### src/logic/rpc_pkg.sv
// Purpose: Shared constants and carriers for the register preload and power-up clear block
// Assumes: 100 MHz ref_clk; the device clock, output-enable and output pins are asynchronous and synchronised inside
// Notes: Times are in ns; cycle counts derive from them
package rpc_pkg;
    // Number of registered outputs
    localparam int NUM_REGS = 8;
    // System clock period in ns
    localparam int CLK_PERIOD_NS = 10;
    // Least preload settling time in ns
    localparam int PRELOAD_SETTLE_NS = 100;
    // Settling time in cycles, rounded up, at least one
    localparam int PRELOAD_SETTLE_CYC = (PRELOAD_SETTLE_NS + CLK_PERIOD_NS - 1) / CLK_PERIOD_NS;
    // Register value after power-up clear
    localparam logic [NUM_REGS-1:0] REG_CLEAR_VAL = 8'h00;
    // Width of the settling counter
    localparam int SETTLE_W = 8;

    // Sampled pin levels seen from the outside
    typedef struct packed {
        logic dev_clk;
        logic out_en_n;
        logic preload_high_voltage_level;
    } rpc_ctrl_pins_t;

    // Preload sequencer states
    typedef enum logic [1:0] {
        RPC_NORMAL = 2'b00,
        RPC_ARMED = 2'b01,
        RPC_LOADED = 2'b10
    } rpc_state_t;
endpackage

### src/logic/rpc_sync.sv
// Purpose: Two flip-flop synchroniser for a bus of pin levels
// Assumes: Inputs are asynchronous to ref_clk
// Notes: First stage is read only by the second stage
`timescale 1ns/1ps
module rpc_sync #(
    parameter int WIDTH = 1
) (
    // Clock, reset, enable
    input wire logic ref_clk,
    input wire logic sys_rst,
    input wire logic clk_en,
    // Data
    input wire logic [WIDTH-1:0] async_in,
    output logic [WIDTH-1:0] sync_out
);
    // First and second stage
    logic [WIDTH-1:0] meta_reg;
    logic [WIDTH-1:0] meta_next;
    logic [WIDTH-1:0] sync_reg;
    logic [WIDTH-1:0] sync_next;

    // Next values of both stages
    always_comb begin
        meta_next = meta_reg;
        sync_next = sync_reg;
        if (clk_en) begin
            meta_next = async_in;
            sync_next = meta_reg;
        end
    end

    // Stage registers
    always_ff @(posedge ref_clk or posedge sys_rst) begin
        if (sys_rst) begin
            meta_reg <= '0;
            sync_reg <= '0;
        end else begin
            meta_reg <= meta_next;
            sync_reg <= sync_next;
        end
    end

    assign sync_out = sync_reg;
endmodule

### src/logic/rpc_preload.sv
// Purpose: Output registers with test preload and power-up clear
// Assumes: Pins sampled on ref_clk; sys_rst stands for power-up
// Notes: Pins pass two flip-flops; each group of state has its own pair of processes
// Operation
// - Clock pulse captures forced pin level
// - Device drives preloaded value after exit
// - Each register loads alone, others kept
// - Power-up clears all registered outputs
`timescale 1ns/1ps
module rpc_preload #(
    parameter int NUM_REGS = rpc_pkg::NUM_REGS,
    parameter int SETTLE_CYC = rpc_pkg::PRELOAD_SETTLE_CYC
) (
    // System clock, reset, enable
    input wire logic ref_clk,
    input wire logic sys_rst,
    input wire logic clk_en,
    // Device pins from outside
    input wire rpc_pkg::rpc_ctrl_pins_t ctrl_pins,
    input wire logic [NUM_REGS-1:0] load_sel,
    input wire logic [NUM_REGS-1:0] next_state,
    // Registered output pins, split into three signals
    input wire logic [NUM_REGS-1:0] q_pin_in,
    output logic [NUM_REGS-1:0] q_pin_out,
    output logic [NUM_REGS-1:0] q_pin_oe,
    // Status
    output logic preload_active,
    output logic settle_done
);
    // Synchronised pins
    logic [NUM_REGS+2:0] raw_bus;
    logic [NUM_REGS+2:0] sync_bus;
    logic dclk_s;
    logic oe_n_s;
    logic hv_s;
    logic [NUM_REGS-1:0] qin_s;
    // Clock edge detect
    logic dclk_prev_reg;
    logic dclk_prev_next;
    logic dclk_rise;
    // Output registers
    logic [NUM_REGS-1:0] q_reg;
    logic [NUM_REGS-1:0] q_next;
    // Sequencer
    rpc_pkg::rpc_state_t state_reg;
    rpc_pkg::rpc_state_t state_next;
    logic [rpc_pkg::SETTLE_W-1:0] settle_reg;
    logic [rpc_pkg::SETTLE_W-1:0] settle_next;
    // Decoded sequencer events
    logic in_normal; // Sequencer idle, pins may be driven
    logic enter_req; // Preload level seen with clock pin low
    logic capture_req; // Clock pulse while armed
    logic exit_req; // Preload level gone after capture

    // Width of the settling counter, for sized casts
    localparam int SW = rpc_pkg::SETTLE_W;

    // Reload value of the settling counter, cut to its width on purpose
    function automatic logic [SW-1:0] settle_load(input int cyc);
        settle_load = SW'(cyc);
    endfunction

    // Forced pin levels land only where the select bit is set
    function automatic logic [NUM_REGS-1:0] merge_sel(
        input logic [NUM_REGS-1:0] cur,
        input logic [NUM_REGS-1:0] forced,
        input logic [NUM_REGS-1:0] sel
    );
        merge_sel = (cur & ~sel) | (forced & sel);
    endfunction

    assign raw_bus = {ctrl_pins.dev_clk, ctrl_pins.out_en_n, ctrl_pins.preload_high_voltage_level, q_pin_in};

    // Pins pass two flip-flops
    rpc_sync #(
        .WIDTH(NUM_REGS + 3)
    ) u_sync (
        .ref_clk(ref_clk),
        .sys_rst(sys_rst),
        .clk_en(clk_en),
        .async_in(raw_bus),
        .sync_out(sync_bus)
    );

    assign dclk_s = sync_bus[NUM_REGS+2];
    assign oe_n_s = sync_bus[NUM_REGS+1];
    assign hv_s = sync_bus[NUM_REGS];
    assign qin_s = sync_bus[NUM_REGS-1:0];
    assign dclk_rise = dclk_s & ~dclk_prev_reg;

    // Decoded sequencer events, shared by the sequencer, settling and output groups below
    assign in_normal = (state_reg == rpc_pkg::RPC_NORMAL);
    assign enter_req = in_normal && hv_s && !dclk_s;
    assign capture_req = (state_reg == rpc_pkg::RPC_ARMED) && hv_s && dclk_rise;
    assign exit_req = (state_reg == rpc_pkg::RPC_LOADED) && !hv_s;

    // Clock pin edge detector, next value
    always_comb begin
        dclk_prev_next = dclk_prev_reg;
        // Track the pin only while enabled, so no edge is lost in a freeze
        if (clk_en) begin
            dclk_prev_next = dclk_s;
        end
    end

    // Clock pin edge detector register; reset matches the idle low pin
    always_ff @(posedge ref_clk or posedge sys_rst) begin
        if (sys_rst) begin
            dclk_prev_reg <= 1'b0;
        end else begin
            dclk_prev_reg <= dclk_prev_next;
        end
    end

    // Sequencer next state
    always_comb begin
        state_next = state_reg;
        if (clk_en) begin
            case (state_reg)
                // Normal operation
                rpc_pkg::RPC_NORMAL: begin
                    if (enter_req) begin
                        state_next = rpc_pkg::RPC_ARMED;
                    end
                end
                // Waiting for capture pulse
                rpc_pkg::RPC_ARMED: begin
                    // Level dropped before any pulse: abandon quietly
                    if (!hv_s) begin
                        state_next = rpc_pkg::RPC_NORMAL;
                    end else if (capture_req) begin
                        state_next = rpc_pkg::RPC_LOADED;
                    end
                end
                // Captured, waiting for exit; further pulses are ignored
                rpc_pkg::RPC_LOADED: begin
                    if (exit_req) begin
                        state_next = rpc_pkg::RPC_NORMAL;
                    end
                end
                // Unused code falls back to normal
                default: begin
                    state_next = rpc_pkg::RPC_NORMAL;
                end
            endcase
        end
    end

    // Sequencer register
    always_ff @(posedge ref_clk or posedge sys_rst) begin
        if (sys_rst) begin
            state_reg <= rpc_pkg::RPC_NORMAL;
        end else begin
            state_reg <= state_next;
        end
    end

    always_comb begin
        settle_next = settle_reg;
        if (clk_en) begin
            // Entry, capture and exit each restart the interval
            if (enter_req || capture_req || exit_req) begin
                settle_next = settle_load(SETTLE_CYC);
            end else if (settle_reg != '0) begin
                // Count down and rest at zero
                settle_next = settle_reg - 1'b1;
            end
        end
    end

    // Settling counter register
    always_ff @(posedge ref_clk or posedge sys_rst) begin
        if (sys_rst) begin
            settle_reg <= '0;
        end else begin
            settle_reg <= settle_next;
        end
    end

    // Output registers next value
    always_comb begin
        q_next = q_reg;
        if (clk_en) begin
            if (capture_req) begin
                q_next = merge_sel(q_reg, qin_s, load_sel);
            end else if (in_normal && dclk_rise) begin
                q_next = next_state;
            end
        end
    end

    // Output registers
    always_ff @(posedge ref_clk or posedge sys_rst) begin
        if (sys_rst) begin
            q_reg <= rpc_pkg::REG_CLEAR_VAL;
        end else begin
            q_reg <= q_next;
        end
    end

    assign q_pin_out = q_reg;
    assign q_pin_oe = (in_normal && !oe_n_s) ? {NUM_REGS{1'b1}} : '0;
    // Any state but normal counts as preload
    assign preload_active = !in_normal;
    assign settle_done = (settle_reg == '0);
endmodule

### config.mk
export PLATFORM = sky130hd
export DESIGN_NAME = rpc_preload
export DESIGN_NICKNAME = d
export VERILOG_FILES = /design/src/logic/rpc_pkg.sv /design/src/logic/rpc_sync.sv /design/src/logic/rpc_preload.sv
export SDC_FILE = /design/constraint.sdc
export NUM_CORES = 1
export LEC_CHECK = 0
export BUFFER_PORTS_ARGS = -buffer_cell sky130_fd_sc_hd__buf_4
export CAP_MARGIN = 20
export CORE_ASPECT_RATIO = 1.25
export CORE_MARGIN = 2
export CORE_UTILIZATION = 48
export DETAILED_ROUTE_END_ITERATION = 8
export PLACE_DENSITY = 0.75
export SLEW_MARGIN = 20
export SYNTH_ARGS = -nofsm -noshare
export SYNTH_HDL_FRONTEND = slang
export SYNTH_HIERARCHICAL = 1
export SYNTH_SLANG_ARGS = --single-unit
### constraint.sdc
create_clock -name ref_clk -period 1.7 [get_ports ref_clk]
set_clock_uncertainty 0.1 [all_clocks]
set_input_delay 0.255 -clock ref_clk [delete_from_list [all_inputs] [get_ports ref_clk]]
set_output_delay 0.255 -clock ref_clk [all_outputs]
set_load 0.005 [all_outputs]
## After elaboration in Yosys (flattened, before gate mapping)

Index checks and enable logic that the tools add are counted.

- Reductions and logical operators: 21
- Multiplexer cells: 10
- Bitwise logic cells: 6
- $add $sub $neg: 1
- Equal/unequal tests: 5

Operator list:

| kind | count |
|---|---|
| $mux 8 | 5 |
| $and 8x8->8 | 2 |
| $logic_not 8->1 | 1 |
| $mux 2 | 4 |
| $not 8->8 | 1 |
| $or 8x8->8 | 1 |
| $reduce_bool 8->1 | 1 |
| $sub 8x1->8 const B | 1 |
| $logic_and 1x1->1 | 7 |
| $pmux 2 s3 | 1 |
| $logic_not 1->1 | 4 |
| $reduce_and 2->1 | 2 |
| $reduce_and 4->1 | 1 |
| $reduce_bool 2->1 | 2 |
| $ne 3x3->1 const B | 1 |
| $eq 2x1->1 const B | 1 |
| $eq 2x2->1 const B | 1 |
| $logic_not 2->1 | 1 |
| $logic_or 1x1->1 | 2 |
| $ne 2x1->1 const B | 1 |
| $ne 2x2->1 const B | 1 |
| $and 1x1->1 | 1 |
| $not 1->1 | 1 |

- Register bits: 41
- Word-level logic and storage cells: 49
- Input bits: 30

## Longest topological paths before layout

Gate-level depths: netlist of the first run.

- Depth after elaboration: 7
- Gate-level depth with buffers: 7
- Gate-level depth less buffers: 7

## Cells and area by module

The synthesis of the first run kept the hierarchy.

By module, submodules not included:

| module | instances | area each (um^2) | cells an instance |
|---|---|---|---|
| rpc_preload | 1 | 1270.0 | 121 |
| rpc_sync | 1 | 824.5 | 47 |

## Least setup slack after synthesis of the first run

Ideal clock, no wire load.

- Path kind: register to register
- Start: reg settle_reg[0] in the netlist's numbering
- End: reg settle_reg[6] in the netlist's numbering
- Buffers on the path: 0
- Arrival: 1.613 ns
- Data required time: 1.478 ns
- Stages on the path, launching flop included: 7
- Setup slack: -0.134 ns
- Cells stage by stage: dfrtp_1 > inv_1 > ha_1 > or4b_2 > nor2_1 > o31ai_1 > a32o_1

- Cells in the longest elaborated chain, start to end: 3
- Elaborated cells on any way between the ends: 6
- Those cells by class: add/sub: 1; mux: 2; reduce/logical: 3

RTL lines:

| what | RTL line | RTL |
|---|---|---|
| from (decl) | rpc_preload.sv:47 | `logic [rpc_pkg::SETTLE_W-1:0] settle_reg;` |
| from (signal assigned) | rpc_preload.sv:176 | `settle_reg <= settle_next;` |
| $sub 8x1->8 / $reduce_bool 8->1 (equally long branches) | rpc_preload.sv:166, rpc_preload.sv:164 |  |
| $mux 8 / $reduce_bool 2->1 (equally long branches) | - |  |
| $mux 8 / $reduce_and 2->1 (equally long branches) | - |  |

Several ways; a longest one is shown, not always the timed one. The select of a mux whose other input is x is not followed.
A chain may end at the register's enable or synchronous reset.

## Worst setup path after layout of the first run

- Start: reg state_reg[1]
- End: reg settle_reg[0] in the netlist's numbering

- Cells in the longest elaborated chain, start to end: 7
- Elaborated cells on any way between the ends: 13
- Those cells by class: eq/ne: 2; mux: 1; reduce/logical: 10

RTL lines:

| what | RTL line | RTL |
|---|---|---|
| from (decl) | rpc_preload.sv:45 | `rpc_pkg::rpc_state_t state_reg;` |
| from (signal assigned) | rpc_preload.sv:152 | `state_reg <= rpc_pkg::RPC_NORMAL;` |
| from (signal assigned) | rpc_preload.sv:154 | `state_reg <= state_next;` |
| $eq 2x1->1 / $logic_not 2->1 (equally long branches) | rpc_preload.sv:94, rpc_preload.sv:92 |  |
| $logic_and 1x1->1, on equally long branches (2 in series) | rpc_preload.sv:94, rpc_preload.sv:93 |  |
| $logic_or 1x1->1 | rpc_preload.sv:162 | `if (enter_req \|\| capture_req \|\| exit_req) begin` |
| $logic_or 1x1->1 * | rpc_preload.sv:162 |  |
| $reduce_bool 2->1 (no source line) | - |  |
| $reduce_and 2->1 (no source line) | - |  |

Every way passes the cells marked *; elsewhere a longest branch is shown, timed or not.

==> summary.md, run 1 <==
| Metric | Value |
|---|---|
| Status | `complete, but fails checks` |
| Failing checks | `negative setup slack` |
| Clock Tree Buf Depth | `2` |
| CP Launch Type | `flop` |
| CTS sink cnt | `41` |
| Rows | `26` |
| First-pass detailed-route iteration total | `4` |
| FFs w/ async S/R, synth | `1.00` |
| Critical-path cell list | `buf_6, buf_6, nor4b_4, buf_6, buf_12, o31ai_4, mux2_4` |
| Core region area | `0.00413 sq mm` |
| Syn Area/Cell | `12.5 sq um` |
| Syn_nets | `199` |
| Fraction of layout cells with a size suffix above 1 | `0.599` |
| Slowest CP cell | `dfrtp_1` |
| Required time worst endpoint | `1.78 ns` |
| Largest net degree at the start of global routing | `32` |
| Top post-synthesis cells by count | `dfrtp_1, mux2_2, nand2b_1` |
| CP Class | `reg -> reg` |
| WL/cell | `16.8 um` |
| Die width | `63.1 um` |
| Worst skew pair latency | `0.30 ns` |
| # diodes | `0` |
| Fin crit share | `1.08` |
| All-Layer GR Usage | `0.217` |
| Pwr dens | `1210 mW/mm^2` |
| Crit path max fanout | `8` |
| Num CTS Buffers | `5` |
| Synth Cell Area | `0.00209 sq mm` |
| Nets | `282` |
| Global-route wire length before repair | `8.34 mm` |
| DP Cell Count | `284` |
| Crit path DAT | `1.92 ns` |
| VDD IR max | `0.000750 V` |
| Leak Pwr | `1.37 nW` |
| Max incr delay on CP | `0.44 ns` |
| Overall power | `3.76 mW` |
| Max-Cap Viols | `0` |
| Die ar. | `0.00491 sq mm` |
| Crit path buf inv count | `4` |
| CP top delay family | `buffers and inverters` |
| Via count | `1671` |
| Die extent in y | `77.9 um` |
| Detailed Route Iter0 Violations | `95` |
| Clock transition at path regs | `0.08 ns` |
| Vias in the first global route | `1741` |
| Max Fclk | `0.545 GHz` |
| Hpwl dp | `3.42 mm` |
| Synth Instances | `168` |
| Worst hold slack | `0.0849 ns` |
| Most frequent CP cell | `buf_6` |
| Via-per-instance ratio | `5.43` |
| Post-Layout Cell Count | `308` |
| Worst slew margin | `0.732` |
| Fin util | `0.752` |
| Antenna Violating Nets Remaining | `0` |
| CTS tree | `done` |
| Number of enable flip-flop cells after synthesis | `0` |
| Period minus WS final | `1.83 ns` |
| Fill count | `290` |
| Synth unique cells | `38` |
| Hold Vio Cnt, Final | `0` |
| Number of setup violations in the final report | `24` |
| Layout area overhead | `48.4%` |
| IO Pins | `48` |
| Setup WS post-layout | `-0.134 ns` |
| Leading area contributor after synthesis | `dfrtp_1` |
| Most frequent cell after synthesis | `dfrtp_1` |
| CP Capture Type | `flop` |
| DR DRC count | `0` |
| Initial Utilization | `0.507` |
| Worst hold path type | `in -> reg` |
| Syn. warnings | `6` |
| Final WL | `5.17 mm` |
| Root Buffer | `clkbuf_8` |
| Initial antenna violation count | `0` |
| RSZ-0062 raised after global routing | `yes` |
| Total gr overflow | `0` |
| Slew @ Worst Pin | `0.402 ns` |
| Worst slack at placement | `-0.0657 ns` |
| Seq/Total Area, Yosys | `0.490` |
| Top-area cell type share of the netlist area | `0.490` |
| Synth Register Bits | `41` |
| H-tree levels | `2` |
| Ys flop type | `dfrtp_1` |
| IO buf count | `47` |
| RePlAce Congestion | `0.865` |
| Max-slew violation count | `0` |
| Synth top area cells | `dfrtp_1, mux2_2, mux2i_1, buf_4, o21a_1` |
==> worst paths after layout <==
check,slack (ns),endpoint,depth (start not counted),start
worst min-delay path,0.08,u_sync/meta_reg[2],2,q_pin_in[2]
worst min register to register,0.41,u_sync/sync_out[7],1,u_sync/sync_out[7]
min in group asynchronous,0.30,async pin,3,sys_rst
max in group asynchronous,0.58,u_sync/sync_out[0],4,sys_rst
worst max-delay path,-0.13,settle_reg[0],7,state_reg[1]
worst max register to register,-0.13,settle_reg[0],7,state_reg[1]
==> repair_timing <==
item                                   in CTS  in global routing
pin swaps                                   7                 10
endpoints found under the hold margin      13                  0
gates cloned                                1                  0
setup endpoints to repair                  15                 25
setup buffers                               9                  5
hold buffers                                1                  0
gates resized for setup                    27                 24
==> cell families (layout without fill, tap and decap cells) <==
family / count (synthesis) / in the layout / synth area share
simple gates: 36 / 36 / 0.111
buf+inv: 21 / 105 / 0.0669
flops: 41 / 41 / 0.490
compound gates: 37 / 37 / 0.159
fa+ha+maj: 1 / 1 / 0.00597
mux: 32 / 32 / 0.167
==> area by class of cell <==
type	count	area, sq um	share of cell area
timing repair buffer	89	787	0.253
tap	56	70.1	0.0225
multi-input combinational	106	1090	0.351
clock buffer	7	96.3	0.0310
clock inverter	1	8.76	0.00282
inverter	8	30.0	0.00966
sequential	41	1030	0.330
==> power breakdown <==
part | leakage [nW] | switching (mW) | internal [mW] | total (mW)
Combinational | 0.834 | 0.603 | 0.973 | 1.58
Sequential | 0.481 | 0.219 | 1.23 | 1.45
Clock | 0.0549 | 0.354 | 0.375 | 0.729
==> placed cells by master (no fill, tap or decap), types with 2 or more instances in the layout <==
cell type,synthesis,routed
inv_1,7,4
dfrtp_1,41,41
buf_12,0,2
nand2_1,4,4
nand2b_1,9,8
inv_2,1,4
o31ai_1,5,3
nor2_1,6,4
buf_4,8,66
o21a_1,8,8
mux2_2,24,23
a22o_1,3,3
buf_6,4,19
nor2b_1,3,3
mux2i_4,0,4
nor3_1,3,3
a2bb2oi_1,5,3
a2bb2oi_2,3,5
mux2i_1,8,4
nor4b_4,1,2
clkbuf_8,0,7
o21ai_0,5,4
==> metal layers <==
metal	GRT usage	share of wire	up-vias
li1	-	-	772
met1	0.261	0.40	843
met2	0.396	0.55	46
met3	0.0391	0.041	10
met4	0.0556	0.018	0
met5	0	0	-
==> worst register-to-register path, cell delays in order, from the launching register on <==
cell	delay [ns]
dfrtp_1	0.44
buf_6	0.14
buf_6	0.11
nor4b_4	0.28
buf_6	0.17
buf_12	0.14
o31ai_4	0.06
mux2_4	0.28
==> metrics by stage <==
step           cell area [sq um]  TNS [ns]
3_5_place_dp                2640    -0.233
5_1_grt                     3110     -3.45
6_report                    3110     -2.02
3_3_place_gp                2640         0
2_1_floorplan               2110         0
4_1_cts                     2940     -1.87
(Power assumes the default switching activity.)
==> run 2: changes to the inputs <==
--- a/config.mk
+++ b/config.mk
@@ -15,5 +15,4 @@
 export SLEW_MARGIN = 20
 export SYNTH_ARGS = -nofsm -noshare
 export SYNTH_HDL_FRONTEND = slang
-export SYNTH_HIERARCHICAL = 1
 export SYNTH_SLANG_ARGS = --single-unit
==> run 2 against run 1 <==
  * Highest routed layer unchanged
  * Non-clock buffer count is 3 lower
  * Sequential power is 3% lower
  * Worst hold slack worse by 0.090 ns
  * Final area is 2.0% lower
  * The flow finishes with violations (negative hold slack, negative setup slack)
  * Setup slack better by 0.026 ns
  * Register-to-register slack better by 0.05 ns
==> summary.md, run 2 <==
| Metric | Value |
|---|---|
| Hold buffers post-CTS | `0` |
| Number of setup violations in the final report | `12` |
| Syn. warnings | `0` |
| Most frequent CP cell | `inv_2` |
| Synth unique cells | `48` |
| Antenna Violating Nets Remaining | `0` |
| VDD IR max | `0.000807 V` |
| Die extent in y | `77.5 um` |
| Placed Area | `0.00257 sq mm` |
| Slew @ Worst Pin | `0.521 ns` |
| Core region area | `0.00413 sq mm` |
| Syn Area/Cell | `11.4 sq um` |
| Crit path buf inv count | `3` |
| Clock Tree Buf Depth | `2` |
| Worst slack at placement | `-0.0470 ns` |
| Slowest CP cell | `dfrtp_1` |
| Setup tns final | `-0.564 ns` |
| Die ar. | `0.00486 sq mm` |
| Max incr delay on CP | `0.41 ns` |
| Max-slew violation count | `0` |
| Vias in the first global route | `1683` |
| Worst Setup SP | `settle_reg[0]` |
| Num CTS Buffers | `5` |
| Crit path max fanout | `3` |
| FFs w/ async S/R, synth | `1.00` |
| Leading area contributor after synthesis | `dfrtp_1` |
| Worst skew pair latency | `0.29 ns` |
| Fin util | `0.737` |
| Most common cell after layout, fill and taps aside | `buf_4` |
| FF-to-FF path depth | `9` |
| Top post-synthesis cells by count | `dfrtp_1, mux2_2, o21ai_1, nand2_1, o21ai_0` |
| CP Capture Type | `output pin` |
| Reg-to-Reg End | `settle_reg[1]` |
| Seq/Total Area, Yosys | `0.495` |
| Max-Cap Viols | `0` |
| CTS tree | `done` |
| Clock power frac | `0.225` |
| Switch Pwr | `1.08 mW` |
| Synth top area cells | `dfrtp_1, mux2_2, mux2_1, o21ai_1, o21ai_0` |
| Fill count | `285` |
| Most frequent cell after synthesis | `dfrtp_1` |
| CTS sink cnt | `41` |
| Max Fclk | `0.553 GHz` |
| Synth Instances | `182` |
| Flop pwr share | `0.384` |
| Initial Utilization | `0.502` |
| CP Class | `reg -> out` |
| CP top delay family | `flip-flops` |
| RR Startpoint | `settle_reg[0]` |
| Global-route wire length before repair | `7.68 mm` |
| Most frequent cells in the layout | `buf_4, dfrtp_1, mux2_2, buf_6, nand2_1` |
| Status | `complete, but fails checks` |
| Die width | `62.8 um` |
| Overall power | `3.65 mW` |
| Post-Layout Cell Count | `317` |
| Ys flop type | `dfrtp_1` |
| Design Area, Final | `0.00305 sq mm` |
| P_int | `2.58 mW` |
| R2R setup slack | `-0.08 ns` |
| Detailed Route Iter0 Violations | `47` |
| Worst slew margin | `0.653` |
| IO buf count | `47` |
| Switching part of the total power | `0.295` |
| Pwr dens | `1200 mW/mm^2` |
| Total gr overflow | `0` |
| Comb pwr share | `0.391` |
| Setup WS post-layout | `-0.108 ns` |
| First-pass detailed-route iteration total | `5` |
| Period minus WS final | `1.81 ns` |
| Synth Cell Area | `0.00207 sq mm` |
| Rows | `26` |
| IO Pins | `48` |
| Via count | `1690` |
| Hold Vio Cnt, Final | `23` |
| Leak Pwr | `1.40 nW` |
| Syn_nets | `213` |
| Top-area cell type share of the netlist area | `0.495` |
| Clock transition at path regs | `0.08 ns` |
| Required time worst endpoint | `1.34 ns` |
| RSZ-0062 raised after global routing | `yes` |
| Crit path DAT | `1.45 ns` |
| DP Cell Count | `293` |
| WL/cell | `15.2 um` |
| # diodes | `0` |
| Nets | `291` |
| Layout area overhead | `47.0%` |
| Failing checks | `negative hold slack, negative setup slack` |
| H-tree levels | `2` |
| Number of enable flip-flop cells after synthesis | `0` |
| CP Launch Type | `flop` |
| Root Buffer | `clkbuf_8` |
| Largest net degree at the start of global routing | `42` |
| DR DRC count | `0` |
| RePlAce Congestion | `0.852` |
| Worst hold slack | `-0.00473 ns` |
| Worst hold path type | `in -> async` |
| Via-per-instance ratio | `5.33` |
| All-Layer GR Usage | `0.201` |
| Fin crit share | `1.06` |
| Synth Register Bits | `41` |
| Critical-path cell list | `inv_2, ha_4, nor3b_4, nand2_2, inv_2, buf_6` |
| Fraction of layout cells with a size suffix above 1 | `0.605` |
| Hpwl dp | `3.08 mm` |
| Final WL | `4.83 mm` |
| Initial antenna violation count | `0` |
run 2: logic make-up after synthesis:
group / Yosys count / share of synthesized area
mux: 30 / 0.163
compound gates: 47 / 0.153
fa+ha+maj: 1 / 0.00603
simple gates: 39 / 0.120
buf+inv: 24 / 0.0634
flops: 41 / 0.495
run 2: power by group through the flow:
stage / clock network (mW) / logic, mW / registers [mW]
floorplan: 0 / 0.550 / 1.38
global placement: 0 / 0.995 / 1.40
detailed placement: 0 / 1.01 / 1.41
CTS: 0.832 / 1.19 / 1.39
global route: 0.862 / 1.55 / 1.44
finish: 0.821 / 1.43 / 1.40
run 2: repair_timing:
item / 4_1_cts / 5_1_grt
gates cloned: 0 / 1
resized for setup: 17 / 41
setup buffers: 12 / 5
endpoints found under the setup margin: 21 / 25
pin swaps: 2 / 6
hold endpoints to repair: 0 / 0
run 2: worst max-delay path by stage:
stage,depth (start not counted),endpoint
2_1_floorplan,5,settle_reg[0]
3_3_place_gp,4,settle_reg[5]
3_5_place_dp,5,flop
4_1_cts,6,settle_done
5_1_grt,6,settle_done
6_report,6,settle_done
run 2: worst min-delay path, stage by stage:
cell and delay (ns):
buf_4 0.11, inv_1 0.04, buf_4 0.44
run 2: layer usage:
| layer | vias to the layer above | track usage | wire (um) |
|---|---|---|---|
| met5 | - | 0 | 0 |
| met4 | 0 | 0.0778 | 127 |
| met3 | 11 | 0.0362 | 182 |
| met2 | 46 | 0.373 | 2560 |
| met1 | 835 | 0.228 | 1960 |
| li1 | 798 | - | - |
run 2: cell type report:
class,count,area (sq um),area share
repair buffers,86,724,0.238
clock inverters,1,30.0,0.00986
flip-flops and latches,41,1030,0.338
well taps,56,70.1,0.0230
clock buffers,7,86.3,0.0283
multi-input cells,117,1070,0.352
inverters,9,33.8,0.0111
